File: src/hdl/lcm_pkg.sv
// constants for the load current monitor readout
// assumes an 8-bit register port and a 9-bit current code from the sense front end
package lcm_pkg;
  localparam int         REG_W      = 8;
  localparam int         CODE_W     = 9;
  localparam int         CODE_HI    = 8;
  localparam logic [7:0] OFS_SELECT = 8'h24;
  localparam logic [7:0] OFS_HIGH   = 8'h25;
  localparam logic [7:0] OFS_LOW    = 8'h26;
  localparam logic [7:0] SELECT_RST = 8'h00;
  localparam logic [7:0] RESULT_RST = 8'h00;
  localparam logic [8:0] CODE_RST   = 9'h000;
  localparam logic [6:0] HIGH_PAD   = 7'h00;
  localparam logic [7:0] RD_NONE    = 8'h00;
  localparam int         SEL_BIT    = 0;
  localparam logic       TARGET_B0  = 1'b0;
  localparam logic       TARGET_B1  = 1'b1;
  localparam int         LSB_MA     = 20;
  localparam int         FULL_MA    = 10220;
  typedef enum logic [0:0] {
    LCM_IDLE = 1'b0,
    LCM_BUSY = 1'b1
  } lcm_state_t;
endpackage

File: src/hdl/lcm_capture.sv
// result holding register for the load current code
// assumes cap_en is a one-cycle pulse from the sequencer
`timescale 1ns/1ns
module lcm_capture
  import lcm_pkg::*;
(
  input  wire logic              clk_sys,  // system clock
  input  wire logic              sys_rst,  // sync reset, high
  input  wire logic              cap_en,   // take a new code
  input  wire logic [CODE_W-1:0] code_in,  // code from front end
  output logic      [CODE_W-1:0] code_q    // held result
);
  logic [CODE_W-1:0] code_d;

  always_comb
  begin
    code_d = code_q;
    if (cap_en)
    begin
      code_d = code_in;
    end
  end

  always_ff @(posedge clk_sys)
  begin
    if (sys_rst)
    begin
      code_q <= CODE_RST;
    end
    else
    begin
      code_q <= code_d;
    end
  end

  a_hold_between_caps: assert property (@(posedge clk_sys) disable iff (sys_rst)
    !cap_en |=> code_q == $past(code_q))
    else $error("result changed without a capture");
endmodule

File: src/hdl/lcm_top.sv
// load current monitor readout: select register, measurement start and result registers
// assumes a front end that answers meas_start with one meas_done pulse and a valid code
// assumes register strobes one cycle long, never both at once
//
// Added by the designer: the strobed register port.
`timescale 1ns/1ns
// Operation
// - select bit 0 picks regulator zero or one
// - each select write starts a new measurement
// - high register shows code bit 8, rest zero
// - low register shows code bits 7 to 0
// - code step is 20 mA, full 10.22 A
module lcm_top
  import lcm_pkg::*;
(
  input  wire logic              clk_sys,    // system clock, 100 MHz
  input  wire logic              sys_rst,    // sync reset, high
  input  wire logic [7:0]        reg_addr,   // register offset
  input  wire logic [REG_W-1:0]  reg_wdata,  // write data
  input  wire logic              reg_wr,     // write strobe
  input  wire logic              reg_rd,     // read strobe
  output logic      [REG_W-1:0]  reg_rdata,  // read data, cycle after strobe
  output logic                   meas_start, // start pulse to front end
  output logic                   meas_target,// regulator being measured
  output logic                   meas_busy,  // measurement in flight
  input  wire logic              meas_done,  // front end result pulse
  input  wire logic [CODE_W-1:0] meas_code   // front end average code
);
  // code range must match the 20 mA step scale
  if (((2 ** CODE_W) - 1) * LSB_MA != FULL_MA)
  begin : g_scale_check
    $error("code width does not match the current scale");
  end

  lcm_state_t        state_q;
  lcm_state_t        state_d;
  logic [REG_W-1:0]  select_q;
  logic [REG_W-1:0]  select_d;
  logic              start_q;
  logic              start_d;
  logic              target_q;
  logic              target_d;
  logic [REG_W-1:0]  rdata_q;
  logic [REG_W-1:0]  rdata_d;
  logic              sel_write;
  logic              capture;
  logic [CODE_W-1:0] code_q;

  function automatic logic hit(input logic [7:0] addr, input logic [7:0] ofs);
    hit = (addr == ofs);
  endfunction

  assign sel_write = reg_wr && hit(reg_addr, OFS_SELECT);
  // a result arriving while busy is kept even if a rewrite lands in the same cycle
  assign capture = meas_done && (state_q == LCM_BUSY);

  // sequencer and select register
  always_comb
  begin
    state_d  = state_q;
    select_d = select_q;
    start_d  = 1'b0;
    target_d = target_q;
    // any select write restarts, changed value or not
    if (sel_write)
    begin
      select_d = reg_wdata;
      start_d  = 1'b1;
      target_d = reg_wdata[SEL_BIT] ? TARGET_B1 : TARGET_B0;
      state_d  = LCM_BUSY;
    end
    else
    begin
      case (state_q)
        LCM_IDLE:
        begin
          state_d = LCM_IDLE;
        end
        LCM_BUSY:
        begin
          if (meas_done)
          begin
            state_d = LCM_IDLE;
          end
        end
        default:
        begin
          state_d = LCM_IDLE;
        end
      endcase
    end
  end

  always_ff @(posedge clk_sys)
  begin
    if (sys_rst)
    begin
      state_q  <= LCM_IDLE;
      select_q <= SELECT_RST;
      start_q  <= 1'b0;
      target_q <= TARGET_B0;
    end
    else
    begin
      state_q  <= state_d;
      select_q <= select_d;
      start_q  <= start_d;
      target_q <= target_d;
    end
  end

  // one capture register for the whole code
  lcm_capture u_capture (
    .clk_sys (clk_sys),
    .sys_rst (sys_rst),
    .cap_en  (capture),
    .code_in (meas_code),
    .code_q  (code_q)
  );

  // read decode, unmapped offsets read zero
  always_comb
  begin
    rdata_d = RD_NONE;
    if (reg_rd)
    begin
      if (hit(reg_addr, OFS_SELECT))
      begin
        rdata_d = select_q;
      end
      // bit 8 in bit 0, zero above
      else if (hit(reg_addr, OFS_HIGH))
      begin
        rdata_d = {HIGH_PAD, code_q[CODE_HI]};
      end
      else if (hit(reg_addr, OFS_LOW))
      begin
        rdata_d = code_q[REG_W-1:0];
      end
      else
      begin
        rdata_d = RD_NONE;
      end
    end
  end

  always_ff @(posedge clk_sys)
  begin
    if (sys_rst)
    begin
      rdata_q <= RESULT_RST;
    end
    else
    begin
      rdata_q <= rdata_d;
    end
  end

  assign reg_rdata   = rdata_q;
  assign meas_start  = start_q;
  assign meas_target = target_q;
  assign meas_busy   = (state_q == LCM_BUSY);

  // write gives a start pulse next cycle
  a_write_starts: assert property (@(posedge clk_sys) disable iff (sys_rst)
    reg_wr && reg_addr == OFS_SELECT |=> meas_start && meas_busy)
    else $error("select write did not start a measurement");

  // no start without a select write
  a_start_cause: assert property (@(posedge clk_sys) disable iff (sys_rst)
    meas_start |-> $past(reg_wr) && $past(reg_addr) == OFS_SELECT)
    else $error("start pulse without a select write");

  a_target_bit: assert property (@(posedge clk_sys) disable iff (sys_rst)
    meas_start |-> meas_target == $past(reg_wdata[SEL_BIT]))
    else $error("wrong regulator targeted");

  a_high_layout: assert property (@(posedge clk_sys) disable iff (sys_rst)
    reg_rd && reg_addr == OFS_HIGH |=> reg_rdata == {HIGH_PAD, $past(code_q[CODE_HI])})
    else $error("high register read wrong");

  a_low_layout: assert property (@(posedge clk_sys) disable iff (sys_rst)
    reg_rd && reg_addr == OFS_LOW |=> reg_rdata == $past(code_q[REG_W-1:0]))
    else $error("low register read wrong");

  // done while busy lands whole code
  a_capture_code: assert property (@(posedge clk_sys) disable iff (sys_rst)
    meas_done && meas_busy |=> code_q == $past(meas_code))
    else $error("completed code not captured");

  // full code never exceeds the scale
  a_scale_range: assert property (@(posedge clk_sys) disable iff (sys_rst)
    capture |=> (int'(code_q) * LSB_MA) <= FULL_MA)
    else $error("code beyond current scale");
endmodule

File: config.mk
export PLATFORM = sky130hd
export DESIGN_NAME = lcm_top
export DESIGN_NICKNAME = d
export VERILOG_FILES = /design/src/hdl/lcm_pkg.sv /design/src/hdl/lcm_capture.sv /design/src/hdl/lcm_top.sv
export SDC_FILE = /design/constraint.sdc
export NUM_CORES = 1
export LEC_CHECK = 0
export ABC_CLOCK_PERIOD_IN_PS = 1500
export BUFFER_PORTS_ARGS = -buffer_cell sky130_fd_sc_hd__buf_2
export CORE_AREA = 2 2 52 54
export CTS_CLUSTER_SIZE = 28
export DETAILED_ROUTE_END_ITERATION = 8
export DIE_AREA = 0 0 54 56
export GPL_TIMING_DRIVEN = 0
export PLACE_DENSITY_LB_ADDON = 0.12
export SETUP_SLACK_MARGIN = 0.05
export SYNTH_ARGS = -nofsm -noshare
export SYNTH_HDL_FRONTEND = slang
export SYNTH_HIERARCHICAL = 1
export SYNTH_SLANG_ARGS = --single-unit
File: constraint.sdc
create_clock -name clk_sys -period 1.5 [get_ports clk_sys]
set_input_delay 0.225 -clock clk_sys [delete_from_list [all_inputs] [get_ports clk_sys]]
set_output_delay 0.225 -clock clk_sys [all_outputs]
set_load 0.01 [all_outputs]
==> out/qor.csv <==
metric,value,unit
drt first pass iters,4,
routed vias/inst,4.821,
grt total ovfl,0,
final net count,180,
Required @ worst endpoint,1270,ps
Worst path max stage delay,390,ps
Clock Pin Slew Worst Setup and Hold Paths,130,ps
P&R area growth vs syn,23.28,%
Setup TNS Final,0,ps
Final Wtd Congestion,0.6788,
GR Util met2,0.2474,
RSZ-0062 raised after global routing,false,
# resized after CTS,0,
Worst Path Max Fanout,3,
cells on worst reg2reg path,4,
io pins,41,
most numerous cell in the Yosys netlist,dfxtp_1,
reg-to-reg endpoint,u_capture/code_q[4],
post-layout min period,1074,ps
Crit path depth,1,
top post-synthesis cells by area,"dfxtp_1, mux2i_1, nand2b_1, nor2_1, a22oi_1",
Die W,54,um
"CP delay by family, top",flip-flops,
crit path to,meas_target,
Main synth FF type,dfxtp_1,
Critical Path AT,850,ps
GRT Total Usage,0.1511,
CP Capture Type,output port,
n_diodes,0,
Critical path origin,select_q[0],
final critical-path share of the clock period,0.7159,
ys async rst share,0,
Initial Util,0.4573,
initial antenna violation count,0,
worst path bufs/invs,1,
number of flops mapped to enable cells by yosys,0,
Die ar.,3024,um^2
via count,863,
Worst-Skew Late Latency,310,ps
peak supply drop,0.4975,mV
most used routing layer in global routing,met2,
Pleak,0.5471,nW
min-delay worst type,input pin to flip-flop,
r2r startpoint,meas_busy,
Slew Limit Fails,0,
DRC viols,0,
die height,56,um
# rows,18,
Longest Clk Path Bufs,2,
Post-Syn Area per Cell,10.49,um^2
Mapped Nets,136,
max-cap viol count,0,
pwr dens,803.1,nW/um^2
"area leader, netlist",dfxtp_1,
clk sinks,27,
IO buf count,39,
routed len/inst,12.26,um
share of cells above drive strength 1,0.3423,
status,finished clean,
slowest CP cell,dfxtp_1,
Synth Cell Area,1112,um^2
Final Hold Viols,0,
vias in the first global route,773,
critical path class,flip-flop to output port,
YS warnings,6,
Setup WS pre-CTS,141.0,ps
commonest cells in the netlist,"dfxtp_1, nand2b_1, mux2i_1, nor2_1, a22oi_1",
CP Launch Type,flip-flop,
maximum clock frequency,0.9312,GHz
Relative slew margins,0.7210,
M1 GR Usage,0.1943,
first-pass GRT wire length,3.387,mm
crit-path cells,buf_2,
H-tree depth,1,
Starting DRT DRC Count,13,
TritonCTS Buffers,3,
FF-to-FF setup slack,460,ps
met3 usage,0.02688,
Total Wirelength,2.194,mm
skew final,1.626,ps
setup slack after layout,426.1,ps
Root Buffer,clkbuf_4,
largest net degree at the start of global routing,15,
share of the synthesized area in the top cell type,0.4859,
library cells used by synthesis,21,
sequential element share of the synthesized area,0.4859,
post-synthesis register bit count,27,
setup violators final,0,
CTS tree,built,
hold_buf cts,0,
Routed Antenna Nets,0,
Tightest Pin Transition,418.6,ps
core area,2432,um^2
Synth Instances,106,
postcts setup bufs,0,
Final HPWL DP,1.667,mm
-- final cells by class --
class                           count  area (um^2)
Sequential cell                    27        540.5
Timing Repair Buffer               39        195.2
Fill cell                         241         1061
Clock buffer                        4        26.28
Multi-Input combinational cell     71        525.5
Inverter                            1        3.754
Tap cell                           30        37.54
Buffer                              7        42.54
-- cells in the final DEF, fill, tap and decap left out, types with 2 or more instances in the layout --
master	Yosys	layout
a22oi_1	7	7
nor4b_2	2	2
buf_2	1	40
clkbuf_4	0	3
nor2b_1	2	2
nand2b_1	18	18
dfxtp_1	27	27
buf_6	2	2
mux2i_1	17	17
clkbuf_1	3	4
nor2_1	16	16
-- layer usage --
metal / vias up / routed length (um)
met5: - / 0
met4: 0 / 13
met3: 2 / 140
met2: 27 / 1051
met1: 388 / 988
li1: 446 / -
-- registers in the layout, summed over array words and instances (netlist names) --
signal	flops
u_capture/code_q	9
reg_rdata	8
meas_busy	1
meas_start	1
select_q	8
-- power by group --
part           internal (mW)  leakage (nW)  switching (mW)  total [mW]
sequential             0.718         0.217        0.000265       0.718
combinational         0.0467         0.315          0.0363      0.0830
clock                  0.104        0.0150           0.197       0.300
total                  0.868         0.547           0.233        1.10
-- worst min-delay path by stage --
stage / from / to / slack [ps] / cells past startpoint
floorplan: meas_code[8] / u_capture/code_q[8] / 370 / 2
global placement: meas_code[2] / u_capture/code_q[2] / 460 / 3
detailed placement: select_q[3] / select_q[3] / 470 / 2
CTS: meas_code[7] / u_capture/code_q[7] / 130 / 3
global route: meas_code[7] / u_capture/code_q[7] / 130 / 3
finish: meas_code[7] / u_capture/code_q[7] / 140 / 3
-- kinds of logic after synthesis --
group	share of synthesized area
AOI/OAI and AO/OA	0.05737
DFF	0.4859
and+or+nand+nor	0.2621
buffers and inverters	0.04161
muxes	0.1530
-- through the flow --
stage | area [um^2] | utilization | cells | power (mW) | hold WS, ps
2_1_floorplan | 1112 | - | 106 | 0.7680 | 372.2
3_3_place_gp | 1345 | 0.5530 | 175 | 0.8157 | 459.4
3_5_place_dp | 1345 | 0.5530 | 175 | 0.8174 | 469.6
4_1_cts | 1371 | 0.5638 | 179 | 1.118 | 130.8
5_1_grt | 1371 | 0.5638 | 179 | 1.155 | 127.6
6_report | 1371 | 0.5638 | 179 | 1.101 | 135.0
Power figures use the tool's default switching activity.
